File: config.mk
export PLATFORM = sky130hd
export DESIGN_NAME = uidmap_bank
export DESIGN_NICKNAME = d
export VERILOG_FILES = /design/src/hw/uidmap_pkg.sv /design/src/hw/uidmap_bank.sv
export VERILOG_INCLUDE_DIRS = /design/src /design/src/hw
export SDC_FILE = /design/constraint.sdc
export NUM_CORES = 1
export LEC_CHECK = 0
export BUFFER_PORTS_ARGS = -buffer_cell sky130_fd_sc_hd__buf_2
export CAP_MARGIN = 5
export CORE_MARGIN = 1.5
export CORE_UTILIZATION = 30
export DETAILED_ROUTE_END_ITERATION = 8
export HOLD_SLACK_MARGIN = 0.06
export MAX_ROUTING_LAYER = met4
export PLACE_DENSITY = 0.49
export SYNTH_ARGS = -nofsm -noshare
export SYNTH_HDL_FRONTEND = slang
export SYNTH_SLANG_ARGS = --single-unit
File: constraint.sdc
create_clock -name core_clk -period 7.06 [get_ports core_clk]
set_input_delay 0.706 -clock core_clk [delete_from_list [all_inputs] [get_ports core_clk]]
set_output_delay 0.706 -clock core_clk [all_outputs]
set_load 0.01 [all_outputs]
File: src/hw/uidmap_regs.svh
// register offsets, field positions, reset values and address windows of the id/rom-map/write-error bank
// assumes inclusion by name from the package or a design file
`ifndef UIDMAP_REGS_SVH
`define UIDMAP_REGS_SVH

`define UIDMAP_OFF_UID_LOW      12'h028
`define UIDMAP_OFF_ROM_MAP      12'h034
`define UIDMAP_OFF_FAIL_LOW     12'h038
`define UIDMAP_OFF_FAIL_HIGH    12'h03c
`define UIDMAP_OFF_IRQ_STATUS   12'h060
`define UIDMAP_OFF_IRQ_CLEAR    12'h064
`define UIDMAP_OFF_IRQ_ENABLE   12'h068
`define UIDMAP_OFF_UID_LOAD     12'h06c

`define UIDMAP_UID_RESET        32'h0000_0000
`define UIDMAP_MAP_RESET        22'h00_0000
`define UIDMAP_MAP_LSB          10
`define UIDMAP_ROM_WIN_LO       48'hffff_f000_0400
`define UIDMAP_ROM_WIN_HI       48'hffff_f000_07ff
`define UIDMAP_BUS_LSB          22
`define UIDMAP_NODE_LSB         16
`define UIDMAP_IRQ_BITS         2
`define UIDMAP_IRQ_WR_FAIL      0
`define UIDMAP_IRQ_ROM_RD       1

`endif

File: src/hw/uidmap_pkg.sv
// types of the id/rom-map/write-error bank
// assumes the register header sits beside it
package uidmap_pkg;

    // apb request from the host
    typedef struct packed {
        logic        psel;
        logic        penable;
        logic        pwrite;
        logic [11:0] paddr;
        logic [31:0] pwdata;
    } uidmap_apb_req_t;

    // apb answer to the host
    typedef struct packed {
        logic        pready;
        logic        pslverr;
        logic [31:0] prdata;
    } uidmap_apb_rsp_t;

    // failed posted write report from the link
    typedef struct packed {
        logic        valid;
        logic [9:0]  bus_num;
        logic [5:0]  node_num;
        logic [47:0] offset;
    } uidmap_wr_fail_t;

    // quadlet read from a remote node
    typedef struct packed {
        logic        valid;
        logic [47:0] offset;
    } uidmap_rom_req_t;

    // translated host address
    typedef struct packed {
        logic        valid;
        logic [31:0] host_addr;
    } uidmap_rom_rsp_t;

    typedef enum logic [1:0] {
        UIDMAP_IDLE   = 2'b00,
        UIDMAP_ACCESS = 2'b01
    } uidmap_apb_state_t;

endpackage

File: src/hw/uidmap_bank.sv
// unique id low quadlet, config rom mapping and posted write error capture, behind an apb slave
// assumes synchronous inputs on core_clk; global_reset_n is the only source that clears the id
//------------------------------------------------------------
// Functional notes
//------------------------------------------------------------
// Functional notes
// - a global reset clears the lower id quadlet to zero.
// - only the global reset touches the lower id; software resets leave it alone.
// - the lower id loads and locks and is read-only to software.
// - the id loads once from eeprom or firmware after global reset, then locks.
// - bits 31 to 10 of the rom mapping register hold a read/write base address.
// - a quadlet read in the rom window maps to base plus the offset's ten low bits.
// - bits 9 to 0 of the rom mapping register read as zero.
// - a failed posted write updates both error registers.
// - the low error register takes the lower 32 bits of the failed offset.
// - the high error register takes bus number in 31-22 and node number in 21-16.
// - the high error register takes the upper 16 offset bits in 15-0.
`timescale 1ns/1ps
`include "uidmap_regs.svh"

module uidmap_bank (
    // clock and resets
    input  wire logic                        core_clk,
    input  wire logic                        rst_b,
    input  wire logic                        global_reset_n,
    input  wire logic                        soft_reset,
    // register bus
    input  wire uidmap_pkg::uidmap_apb_req_t apb_req,
    output      uidmap_pkg::uidmap_apb_rsp_t apb_rsp,
    // id load source
    input  wire logic                        id_load_valid,
    input  wire logic [31:0]                 chip_serial_low,
    // link side
    input  wire uidmap_pkg::uidmap_rom_req_t rom_req,
    output      uidmap_pkg::uidmap_rom_rsp_t rom_rsp,
    input  wire uidmap_pkg::uidmap_wr_fail_t wr_fail,
    // interrupt
    output      logic                        irq
);
    import uidmap_pkg::*;

    //------------------------------------------------------------
    // reset release
    //------------------------------------------------------------
    logic [1:0] rst_sync_reg;
    logic       rst_n;
    always_ff @(posedge core_clk or negedge rst_b) begin
        if (!rst_b) begin
            rst_sync_reg <= 2'b00;
        end else begin
            rst_sync_reg <= {rst_sync_reg[0], 1'b1};
        end
    end
    assign rst_n = rst_sync_reg[1];

    logic [1:0] global_reset_n_sync_reg;
    logic       global_reset_n_n;
    always_ff @(posedge core_clk or negedge global_reset_n) begin
        if (!global_reset_n) begin
            global_reset_n_sync_reg <= 2'b00;
        end else begin
            global_reset_n_sync_reg <= {global_reset_n_sync_reg[0], 1'b1};
        end
    end
    assign global_reset_n_n = global_reset_n_sync_reg[1];

    //------------------------------------------------------------
    // apb slave
    //------------------------------------------------------------
    function automatic logic hit(input logic [11:0] a, input logic [11:0] off);
        return a[11:2] == off[11:2];
    endfunction

    uidmap_apb_state_t apb_state_reg;
    logic              setup;
    logic              wr_stb;
    assign setup  = apb_req.psel && !apb_req.penable;
    assign wr_stb = apb_req.psel && apb_req.penable && apb_req.pwrite;

    always_ff @(posedge core_clk or negedge rst_n) begin
        if (!rst_n) begin
            apb_state_reg <= UIDMAP_IDLE;
        end else begin
            apb_state_reg <= setup ? UIDMAP_ACCESS : UIDMAP_IDLE;
        end
    end

    //------------------------------------------------------------
    // lower unique id
    //------------------------------------------------------------
    logic [31:0] uid_low_reg;
    logic        uid_lock_reg;
    // cleared by global reset, loaded once, locked
    always_ff @(posedge core_clk or negedge global_reset_n_n) begin
        if (!global_reset_n_n) begin
            uid_low_reg  <= `UIDMAP_UID_RESET;
            uid_lock_reg <= 1'b0;
        end else if (!uid_lock_reg && id_load_valid) begin
            uid_low_reg  <= chip_serial_low;
            uid_lock_reg <= 1'b1;
        end
    end

    //------------------------------------------------------------
    // rom mapping
    //------------------------------------------------------------
    logic [21:0] rom_base_reg;
    // base read/write, cleared by hardware or soft reset
    always_ff @(posedge core_clk or negedge rst_n) begin
        if (!rst_n) begin
            rom_base_reg <= `UIDMAP_MAP_RESET;
        end else if (soft_reset) begin
            rom_base_reg <= `UIDMAP_MAP_RESET;
        end else if (wr_stb && hit(apb_req.paddr, `UIDMAP_OFF_ROM_MAP)) begin
            rom_base_reg <= apb_req.pwdata[31:`UIDMAP_MAP_LSB];
        end
    end

    logic rom_in_win;
    assign rom_in_win = rom_req.valid && rom_req.offset >= `UIDMAP_ROM_WIN_LO
                        && rom_req.offset <= `UIDMAP_ROM_WIN_HI;

    // base plus ten low offset bits
    always_ff @(posedge core_clk or negedge rst_n) begin
        if (!rst_n) begin
            rom_rsp <= '0;
        end else begin
            rom_rsp.valid     <= rom_in_win;
            rom_rsp.host_addr <= {rom_base_reg, 10'h000} + {22'h00_0000, rom_req.offset[9:0]};
        end
    end

    //------------------------------------------------------------
    // posted write error capture
    //------------------------------------------------------------
    logic [31:0] fail_low_reg;
    logic [31:0] fail_high_reg;
    always_ff @(posedge core_clk) begin
        if (wr_fail.valid) begin
            fail_low_reg  <= wr_fail.offset[31:0];
            fail_high_reg <= {wr_fail.bus_num, wr_fail.node_num, wr_fail.offset[47:32]};
        end
    end

    //------------------------------------------------------------
    // interrupts
    //------------------------------------------------------------
    logic [`UIDMAP_IRQ_BITS-1:0] irq_stat_reg;
    logic [`UIDMAP_IRQ_BITS-1:0] irq_en_reg;
    logic [`UIDMAP_IRQ_BITS-1:0] irq_set;
    logic [`UIDMAP_IRQ_BITS-1:0] irq_clr;
    assign irq_set = {rom_in_win, wr_fail.valid};
    assign irq_clr = (wr_stb && hit(apb_req.paddr, `UIDMAP_OFF_IRQ_CLEAR))
                     ? apb_req.pwdata[`UIDMAP_IRQ_BITS-1:0] : '0;

    genvar gi;
    generate
        for (gi = 0; gi < `UIDMAP_IRQ_BITS; gi++) begin : g_irq
            // set wins over clear
            always_ff @(posedge core_clk or negedge rst_n) begin
                if (!rst_n) begin
                    irq_stat_reg[gi] <= 1'b0;
                end else if (irq_set[gi]) begin
                    irq_stat_reg[gi] <= 1'b1;
                end else if (irq_clr[gi]) begin
                    irq_stat_reg[gi] <= 1'b0;
                end
            end
        end
    endgenerate

    always_ff @(posedge core_clk or negedge rst_n) begin
        if (!rst_n) begin
            irq_en_reg <= '0;
        end else if (wr_stb && hit(apb_req.paddr, `UIDMAP_OFF_IRQ_ENABLE)) begin
            irq_en_reg <= apb_req.pwdata[`UIDMAP_IRQ_BITS-1:0];
        end
    end
    assign irq = |(irq_stat_reg & irq_en_reg);

    //------------------------------------------------------------
    // read mux
    //------------------------------------------------------------
    logic [31:0] rd_next;
    logic        err_next;
    always_comb begin
        rd_next  = 32'h0000_0000;
        err_next = 1'b0;
        if (hit(apb_req.paddr, `UIDMAP_OFF_UID_LOW)) begin
            rd_next = uid_low_reg;
        end else if (hit(apb_req.paddr, `UIDMAP_OFF_ROM_MAP)) begin
            rd_next = {rom_base_reg, 10'h000};
        end else if (hit(apb_req.paddr, `UIDMAP_OFF_FAIL_LOW)) begin
            rd_next = fail_low_reg;
        end else if (hit(apb_req.paddr, `UIDMAP_OFF_FAIL_HIGH)) begin
            rd_next = fail_high_reg;
        end else if (hit(apb_req.paddr, `UIDMAP_OFF_IRQ_STATUS)) begin
            rd_next = {30'h0000_0000, irq_stat_reg};
        end else if (hit(apb_req.paddr, `UIDMAP_OFF_IRQ_ENABLE)) begin
            rd_next = {30'h0000_0000, irq_en_reg};
        end else if (hit(apb_req.paddr, `UIDMAP_OFF_UID_LOAD)) begin
            rd_next = {31'h0000_0000, uid_lock_reg};
        end else if (!hit(apb_req.paddr, `UIDMAP_OFF_IRQ_CLEAR)) begin
            err_next = 1'b1;
        end
    end

    logic [31:0] prdata_reg;
    logic        pslverr_reg;
    always_ff @(posedge core_clk or negedge rst_n) begin
        if (!rst_n) begin
            prdata_reg  <= 32'h0000_0000;
            pslverr_reg <= 1'b0;
        end else if (setup) begin
            prdata_reg  <= apb_req.pwrite ? 32'h0000_0000 : rd_next;
            pslverr_reg <= err_next;
        end
    end

    assign apb_rsp.pready  = apb_state_reg == UIDMAP_ACCESS;
    assign apb_rsp.prdata  = prdata_reg;
    assign apb_rsp.pslverr = pslverr_reg && apb_state_reg == UIDMAP_ACCESS;

    //------------------------------------------------------------
    // checks
    //------------------------------------------------------------
    AST_UID_LOCKED: assert property (@(posedge core_clk) disable iff (!global_reset_n_n)
        uid_lock_reg |=> $stable(uid_low_reg)) else $error("locked id changed");
    AST_UID_LOAD: assert property (@(posedge core_clk) disable iff (!global_reset_n_n)
        (!uid_lock_reg && id_load_valid) |=> uid_lock_reg && uid_low_reg == $past(chip_serial_low))
        else $error("id not loaded");
    AST_UID_SOFT: assert property (@(posedge core_clk) disable iff (!global_reset_n_n)
        soft_reset |=> $stable(uid_low_reg)) else $error("soft reset changed id");
    AST_MAP_WRITE: assert property (@(posedge core_clk) disable iff (!rst_n)
        (wr_stb && hit(apb_req.paddr, `UIDMAP_OFF_ROM_MAP) && !soft_reset)
        |=> rom_base_reg == $past(apb_req.pwdata[31:10])) else $error("base not written");
    AST_MAP_XLATE: assert property (@(posedge core_clk) disable iff (!rst_n)
        rom_in_win |=> rom_rsp.valid
        && rom_rsp.host_addr == {$past(rom_base_reg), 10'h000} + {22'h00_0000, $past(rom_req.offset[9:0])})
        else $error("bad rom translation");
    AST_MAP_OUTSIDE: assert property (@(posedge core_clk) disable iff (!rst_n)
        (rom_req.valid && !rom_in_win) |=> !rom_rsp.valid) else $error("out of window mapped");
    AST_MAP_RSVD: assert property (@(posedge core_clk) disable iff (!rst_n)
        (setup && !apb_req.pwrite && hit(apb_req.paddr, `UIDMAP_OFF_ROM_MAP))
        |=> apb_rsp.prdata[9:0] == 10'h000) else $error("reserved bits nonzero");
    AST_FAIL_LOW: assert property (@(posedge core_clk) disable iff (!rst_n)
        wr_fail.valid |=> fail_low_reg == $past(wr_fail.offset[31:0])) else $error("low error wrong");
    AST_FAIL_HIGH: assert property (@(posedge core_clk) disable iff (!rst_n)
        wr_fail.valid |=> fail_high_reg[31:22] == $past(wr_fail.bus_num)
        && fail_high_reg[21:16] == $past(wr_fail.node_num)) else $error("requester wrong");
    AST_FAIL_OFFHI: assert property (@(posedge core_clk) disable iff (!rst_n)
        wr_fail.valid |=> fail_high_reg[15:0] == $past(wr_fail.offset[47:32])) else $error("offset high wrong");
    AST_FAIL_HOLD: assert property (@(posedge core_clk) disable iff (!rst_n)
        !wr_fail.valid |=> $stable(fail_low_reg) && $stable(fail_high_reg)) else $error("error regs moved");
    AST_FAIL_IRQ: assert property (@(posedge core_clk) disable iff (!rst_n)
        wr_fail.valid |=> irq_stat_reg[`UIDMAP_IRQ_WR_FAIL]) else $error("failure not flagged");
    AST_UID_ZERO: assert property (@(posedge core_clk) disable iff (!global_reset_n_n)
        !uid_lock_reg |-> uid_low_reg == `UIDMAP_UID_RESET) else $error("id nonzero before load");

    //------------------------------------------------------------
    // checks on resets, read paths and status flags
    //------------------------------------------------------------
    AST_UID_GLOBAL_RESET_N: assert property (@(posedge core_clk)
        !global_reset_n_n |-> uid_low_reg == `UIDMAP_UID_RESET && !uid_lock_reg)
        else $error("id not cleared by global reset");
    AST_UID_HWRST: assert property (@(posedge core_clk) disable iff (!global_reset_n_n)
        (!rst_n && uid_lock_reg) |=> $stable(uid_low_reg))
        else $error("hardware reset changed id");
    AST_UID_RO: assert property (@(posedge core_clk) disable iff (!global_reset_n_n)
        (wr_stb && hit(apb_req.paddr, `UIDMAP_OFF_UID_LOW) && uid_lock_reg) |=> $stable(uid_low_reg))
        else $error("id written by software");
    AST_UID_READ: assert property (@(posedge core_clk) disable iff (!rst_n)
        (setup && !apb_req.pwrite && hit(apb_req.paddr, `UIDMAP_OFF_UID_LOW))
        |=> apb_rsp.prdata == $past(uid_low_reg)) else $error("id read wrong");
    AST_UID_LOCK_HOLD: assert property (@(posedge core_clk) disable iff (!global_reset_n_n)
        uid_lock_reg |=> uid_lock_reg)
        else $error("id lock dropped");
    AST_MAP_READ: assert property (@(posedge core_clk) disable iff (!rst_n)
        (setup && !apb_req.pwrite && hit(apb_req.paddr, `UIDMAP_OFF_ROM_MAP))
        |=> apb_rsp.prdata[31:10] == $past(rom_base_reg)) else $error("base read wrong");
    AST_MAP_KEEP: assert property (@(posedge core_clk) disable iff (!rst_n)
        (!soft_reset && !(wr_stb && hit(apb_req.paddr, `UIDMAP_OFF_ROM_MAP))) |=> $stable(rom_base_reg))
        else $error("base moved without write");
    AST_MAP_SOFT: assert property (@(posedge core_clk) disable iff (!rst_n)
        soft_reset |=> rom_base_reg == `UIDMAP_MAP_RESET)
        else $error("base kept over soft reset");
    AST_APB_WAIT: assert property (@(posedge core_clk) disable iff (!rst_n)
        setup |=> apb_rsp.pready)
        else $error("access phase not ready");
    AST_ROM_IRQ: assert property (@(posedge core_clk) disable iff (!rst_n)
        rom_in_win |=> irq_stat_reg[`UIDMAP_IRQ_ROM_RD])
        else $error("rom read not flagged");
    AST_ROM_IDLE: assert property (@(posedge core_clk) disable iff (!rst_n)
        !rom_req.valid |=> !rom_rsp.valid)
        else $error("rom answer without request");
    AST_FAIL_PAIR: assert property (@(posedge core_clk) disable iff (!rst_n)
        wr_fail.valid |=> {fail_high_reg[15:0], fail_low_reg} == $past(wr_fail.offset))
        else $error("failed offset split wrong");
    AST_FAIL_CLR: assert property (@(posedge core_clk) disable iff (!rst_n)
        (irq_clr[`UIDMAP_IRQ_WR_FAIL] && !irq_set[`UIDMAP_IRQ_WR_FAIL]) |=> !irq_stat_reg[`UIDMAP_IRQ_WR_FAIL])
        else $error("failure flag not cleared");

endmodule

---- After elaboration in Yosys (flattened, before gate mapping) ----
Index checks and enable logic that the tools add are counted.
storage, ports and cells
  register bits after elaboration ......... 194
  input port bits ......................... 198
  output and inout port bits .............. 68
  logic and storage cells ................. 68
cells by class
  add/subtract/negate cells ............... 1
  $lt $le $gt $ge ......................... 2
  eq/ne operators ......................... 9
  multiplexer cells ....................... 24
  bitwise operators ....................... 1
  reductions and logical operators ........ 16
operators by type and width
  kind                                                  number
  two-way mux 32 bit                                    5
  >= comparator 48 bit, second input constant           1
  <= comparator 48 bit, second input constant           1
  two-way mux 22 bit                                    2
  equality test 10 x 4 -> 1 bit, second input constant  4
  equality test 10 x 5 -> 1 bit, second input constant  4
  adder 32 x 10 -> 32 bit                               1
  two-way mux 1 bit                                     14
  logical AND 1 bit                                     10
  two-way mux 2 bit                                     3
  nonzero test 2 bit                                    3
  AND 2 bit                                             1
  zero test 1 bit                                       2
  OR reduction 2 bit                                    1
  equality test 1 bit, second input constant            1

---- Logic depth before layout (Yosys ltp) ----
Gate-level depths: netlist (run 1).
  depth after elaboration ................. 9
  mapped depth ............................ 6
  gate-level depth less buffers ........... 4

---- Worst setup path after synthesis (run 1) ----
No wires, ideal clock.
  path kind ............................... input port to flip-flop
  from .................................... input apb_req[43] (netlist name)
  to ...................................... register rom_base_reg[10]
  setup time .............................. 0.066 ns
  arrival time ............................ 2.334 ns
  data required time ...................... 6.994 ns
  path slack .............................. 4.660 ns
  stages on the path ...................... 5
  path buffers ............................ 1
  path through ............................ or4_4 > or4b_4 > nor3_4 > buf_6 > a22o_1
on the way
  longest elaborated chain between the ends .. 3
RTL lines
  item                           RTL line            source
  from (decl)                    uidmap_bank.sv:28   input wire uidmap_pkg::uidmap_apb_req_t apb_req,
  equality test 10 x 4 -> 1 bit  uidmap_bank.sv:71   return a[11:2] == off[11:2];
  logical AND 1 bit              uidmap_bank.sv:114  end else if (wr_stb && hit(apb_req.paddr, `UIDMAP_OFF_ROM_MAP)) begin
  nonzero test 2 bit (no line)   -
  to (signal assigned)           uidmap_bank.sv:111  rom_base_reg <= `UIDMAP_MAP_RESET;
  to (signal assigned)           uidmap_bank.sv:113  rom_base_reg <= `UIDMAP_MAP_RESET;
  to (signal assigned)           uidmap_bank.sv:115  rom_base_reg <= apb_req.pwdata[31:`UIDMAP_MAP_LSB];
  to (decl)                      uidmap_bank.sv:107  logic [21:0] rom_base_reg;
Every way passes these cells.
A chain may end at the register's enable or synchronous reset.

---- Final worst setup path (run 1) ----
  from .................................... input apb_req[34] (netlist name)
  to ...................................... register prdata_reg[6]
on the way
  longest elaborated chain between the ends .. 6
  elaborated cells on any way between the ends .. 9
  those cells by class .................... eq/ne: 4; mux: 5
RTL lines
  item                           RTL line            source
  equality test 10 x 4 -> 1 bit  uidmap_bank.sv:71
  two-way mux 32 bit             uidmap_bank.sv:195  end else if (hit(apb_req.paddr, `UIDMAP_OFF_FAIL_HIGH)) begin
  two-way mux 32 bit             uidmap_bank.sv:193  end else if (hit(apb_req.paddr, `UIDMAP_OFF_FAIL_LOW)) begin
  two-way mux 32 bit             uidmap_bank.sv:191  end else if (hit(apb_req.paddr, `UIDMAP_OFF_ROM_MAP)) begin
  two-way mux 32 bit (*)         uidmap_bank.sv:189  if (hit(apb_req.paddr, `UIDMAP_OFF_UID_LOW)) begin
  two-way mux 32 bit (*)         uidmap_bank.sv:215  prdata_reg <= apb_req.pwrite ? 32'h0000_0000 : rd_next;
  to (signal assigned)           uidmap_bank.sv:215
  to (decl)                      uidmap_bank.sv:208  logic [31:0] prdata_reg;
Every way passes the cells marked *; elsewhere a longest branch is shown, timed or not.

==> results of run 1 <==
worst max-delay path, cell delays in order:
cell     delay (ns)
buf_2          0.27
or4b_1         1.04
nor4b_2        1.22
a22oi_1        0.16
o21ai_0        0.16
path summary, 6_finish.rpt:
path / start / endpoint / slack [ns]
worst max-delay path: apb_req[34] / prdata_reg[6] / 3.82
worst min-delay path: rst_sync_reg[1] / rom_rsp[19] / 0.31
worst max register to register: uid_lock_reg / uid_low_reg[20] / 5.18
worst min register to register: rst_sync_reg[1] / rom_rsp[19] / 0.31
max in group asynchronous: rst_sync_reg[1] / rom_base_reg[2] / 5.57
min in group core_clk: rst_sync_reg[0] / rst_sync_reg[1] / 0.35
metrics by stage:
step | hold slack (ns) | cells
finish | 0.314 | 1070
global route | 0.347 | 1068
CTS | 0.346 | 1068
detailed placement | 0.336 | 1034
global placement | 0.337 | 1034
floorplan | 0.331 | 483
cell families (layout without fill, tap and decap cells):
logic type	count (synthesis)	count (layout)
multiplexers	48	48
AND/OR/NAND/NOR	114	114
other	1	4
buffers and inverters	28	294
AO/OA/AOI/OAI	97	97
flip-flops	194	194
layout make-up:
cell class                      instances  area [µm²]
Tap cell                              319         399
Multi-Input combinational cell        261        1850
Sequential cell                       194        5180
Inverter                                2        7.51
Fill cell                            2284       14100
Antenna cell                            2        5.00
Clock buffer                           20         458
Timing Repair Buffer                  260        1320
Clock inverter                         12         111
metal layers:
metal / wire length, µm / vias to the layer above / share of wire / GRT usage
met2: 9740 / 168 / 0.50 / 0.274
met4: 89 / 0 / 0.0045 / 0.0286
met1: 8650 / 2478 / 0.44 / 0.207
met5: 0 / - / 0 / -
li1: - / 2326 / - / -
met3: 1160 / 6 / 0.059 / 0.0474
cells in the final DEF, fill, tap and decap left out, types with 5 or more instances in the layout:
master / count
a22o_1: 24
a22oi_1: 10
buf_2: 254
clkbuf_16: 18
dfrtp_1: 128
edfxtp_1: 64
mux2_2: 36
mux2i_1: 12
nand2_1: 27
nand2b_1: 5
nand4_1: 8
nor2_1: 46
o21ai_0: 12
o22ai_1: 21
o41ai_1: 21
what timing repair did:
item                                   4_1_cts  5_1_grt
endpoints found under the hold margin        4        0
hold buffers                                 2        0
resized for setup                            0        0
power by group through the flow:
stage          sequential [mW]  clock, mW  combinational (mW)
6_report                  1.25      0.937               0.138
2_1_floorplan             1.27          0              0.0500
3_3_place_gp              1.27          0               0.137
5_1_grt                   1.26       1.02               0.154
4_1_cts                   1.25      0.967               0.142
3_5_place_dp              1.27          0               0.141
==> impl_metrics.toml, run 1 <==
[power_and_ir_drop]
power_density_nw_per_um2 = 249
ir_drop_uv = 138
total_power_mw = 2.33
p_comb_frac = 0.060
p_int_mw = 1.78
power.switching_mw = 0.547
power.leakage_nw = 4.43
sequentialPowerShare = 0.538
clock_power_share = 0.403
p_sw_frac = 0.235

[detailed_routing]
vias_per_cell = 4.65
drt-initial-drc-count = 218
wl_mm = 19.6
first_pass_iters = 4
wl_per_cell_um = 18.4
drc = 0
vias = 4978
ant_nets = 0

[place]
dpl-instance-area_um2 = 8740
portBuffers = 255
place.gp.congestion = 0.772
pre_cts_slack_ns = 3.36
dpl.hpwl_mm = 13.2

[sta]
tightest_slew_ns = 1.30
clock.fmax_mhz = 309
finalCriticalPeriod_ns = 3.24
setup_violations = 0
fin_setup_tns_ns = 0
max_slew_margin = 0.130
finClkSkew_ns = 0.0112
timing.final.crit_share = 0.459
finalMaxSlewViolations = 0
hold_viol = 0
rsz0062_at_grt = "no"
setup_ws_ns = 3.82

[clocking]
cts_sinks = 194
path_clk_slew_ns = 0.08
clk_latency_ns = 0.42
clk_path_buf_depth = 2
numCtsBuffers = 17
htreeDepth = 4
cts_setup_buffers = 0
root_buffer = "clkbuf_16"
cts_tree = "built"

[worst_setup_path]
start_kind = "primary input"
reg2reg_depth = 2
crit_path_end_kind = "register"
crit_arrival_ns = 3.57
cp.required_ns = 7.39
critPathKind = "in2reg"
worstPathMaxFanout = 22

[cells_and_area]
largest-register = "rom_rsp"
nets = 934
utilization = 0.399
area_growth_pct = 31.2
drive_gt1_frac = 0.447
largest_reg_flops = 33
final_area_um2 = 9330

[floorplanning]
core_area_um2 = 23400
die_area_um2 = 24600
die_y_um = 157
initial_core_util = 0.304
io-pin-count = 266
dieWidth_um = 157
rows = 56

[logic_synthesis]
ys_async_sr_fraction = 0.670
ys_seq_elements = 194
synthSimpleGateAreaFrac = 0.0793
syn_area_um2 = 7110
synth_compound_area_frac = 0.102
yosys.area.top_type = "dfrtp_1"
synth_top_family_by_area = "compound AO/OA/AOI/OAI gates"
synthMuxAreaShare = 0.0739
synthTopCellsByCount = "dfrtp_1, edfxtp_1, nor2_1, mux2_2, nand2_1"
yosys-top-cells-area = "dfrtp_1, edfxtp_1, mux2_2"
syn_area_per_cell_um2 = 14.8
synth-main-ff-cell = "dfrtp_1"
synthAdderAreaFrac = 0
synth_edf_count = 64
yosys.cell_types.count = 40
yosysMostFrequentCell = "dfrtp_1"
ys_warn_count = 0
yosysTopAreaCellShare = 0.457
synth_cells = 482
synth_xor_area_frac = 0
ys_seq_area_frac = 0.727

[global_routing]
grt_max_degree = 66
grt_util_all_layers = 0.167
grt.overflow.total = 0
antenna_found_initial = 0
grt_pass1_vias = 5213
grt_pass1_wl_mm = 29.4

[run]
cap_violations = 0

[status]
status = "complete, no violations"

[worst_hold_path]
hp-class = "reg2async"
(Power assumes the default switching activity.)
==> inputs of run 2 (changes only) <==
PLACE_DENSITY = 0.51   (was 0.49)
clock period = 2.9 ns   (was 7.06 ns; I/O delays follow)
==> impl_metrics.toml, run 2 (synthesis results as in run 1) <==
[status]
status = "complete, no violations"

[sta]
tightest_slew_ns = 0.866
setup_ws_ns = 1.02
finalMaxSlewViolations = 0
whs_ns = 0.0874
max_slew_margin = 0.422
finalCriticalPeriod_ns = 1.88
clock.fmax_mhz = 533
hold_viol = 0
setup_violations = 0
rsz0062_at_grt = "no"
finClkSkew_ns = 0.0121
timing.final.crit_share = 0.647
fin_setup_tns_ns = 0

[run]
cap_violations = 0

[power_and_ir_drop]
power_density_nw_per_um2 = 566
ir_drop_uv = 349
total_power_mw = 5.77
power.leakage_nw = 4.80

[cells_and_area]
fillers = 2198
final_area_um2 = 10200
utilization = 0.435
layout_commonest_cell = "buf_2"
layout.cells.non_filler = 1156
largest_reg_flops = 33
area_growth_pct = 43.1
most-common-layout-cells = "buf_2, dfrtp_1, dlygate4sd3_1"
largest-register = "rom_rsp"
nets = 1020
drive_gt1_frac = 0.414

[global_routing]
grt_max_degree = 56
grt_pass1_vias = 5734
antenna_found_initial = 2
grt.overflow.total = 0
grt_pass1_wl_mm = 31.2
grt_util_all_layers = 0.174

[floorplanning]
rows = 56
die_y_um = 157
dieWidth_um = 157
core_area_um2 = 23400
initial_core_util = 0.304
io-pin-count = 266
die_area_um2 = 24600

[clocking]
root_buffer = "clkbuf_16"
path_clk_slew_ns = 0.07
clk_path_buf_depth = 2
cts_tree = "built"
cts_setup_buffers = 0
htreeDepth = 4
clk_latency_ns = 0.42
cts_sinks = 194
numCtsBuffers = 17

[worst_setup_path]
critPathKind = "in2reg"
cp.required_ns = 3.21
path_cells = "dlygate4sd3_1, buf_2, nor2b_4, buf_4, mux2_2"
start_kind = "primary input"
worstPathMaxFanout = 20
crit_path_top_delay_cell = "dlygate4sd3_1"
crit_path_end_kind = "register"
max_stage_delay_ns = 0.54
crit_arrival_ns = 2.18

[worst_hold_path]
hp-class = "in2reg"

[detailed_routing]
vias = 5330
drt-initial-drc-count = 258
ant_nets = 0
drc = 0
vias_per_cell = 4.61
first_pass_iters = 4
wl_per_cell_um = 17.4
wl_mm = 20.1

[place]
dpl-instance-area_um2 = 8830
dpl.hpwl_mm = 13.8
dp_cells = 1045
place.gp.congestion = 0.787
pre_cts_slack_ns = 0.584
portBuffers = 255
[run 2: timing repair]
action / 4_1_cts / 5_1_grt
endpoints found under the setup margin: 0 / 0
resized for setup: 0 / 0
hold buffers: 77 / 0
hold endpoints to repair: 79 / 0
[run 2: layer usage]
layer  wire [µm]  global-route usage  vias to the layer above
li1            -                   -                     2494
met1        8730               0.215                     2629
met2       10100               0.290                      203
met3        1270              0.0460                        4
met4          61              0.0317                        0
met5           0                   -                        -
[run 2: layout make-up]
type,count,area (µm²),share of cell area
diodes,2,5.00,0.000492
clock buffers,20,458,0.0450
clock inverters,12,118,0.0116
inverters,2,7.51,0.000737
multi-input cells,261,1850,0.182
flip-flops and latches,194,5180,0.509
well taps,319,399,0.0392
repair buffers,346,2160,0.213
[run 2: where the power goes]
group / internal [mW] / leakage, nW / switching, mW
Combinational: 0.242 / 2.18 / 0.181
Sequential: 2.97 / 2.34 / 0.0689
Clock: 1.19 / 0.283 / 1.11
[run 2: final timing paths]
| kind | cells past startpoint | endpoint | from | slack (ns) |
|---|---|---|---|---|
| min reg2reg | 0 | rom_rsp[20] | rst_sync_reg[1] | 0.32 |
| min | 2 | rom_base_reg[3] | apb_req[13] | 0.09 |
| max in group asynchronous | 1 | rom_rsp[17] | rst_sync_reg[1] | 1.85 |
| max reg2reg | 3 | uid_low_reg[4] | uid_lock_reg | 1.14 |
| max | 5 | uid_low_reg[4] | id_load_valid | 1.02 |
| min in group asynchronous | 2 | global_reset_n_sync_reg[1] | global_reset_n | 0.16 |
[run 2: worst max-delay path: cells and delay by family]
kind	cells	cell delay, ns
mux	1	0.39
buf+inv	3	1.06
simple gates	1	0.42
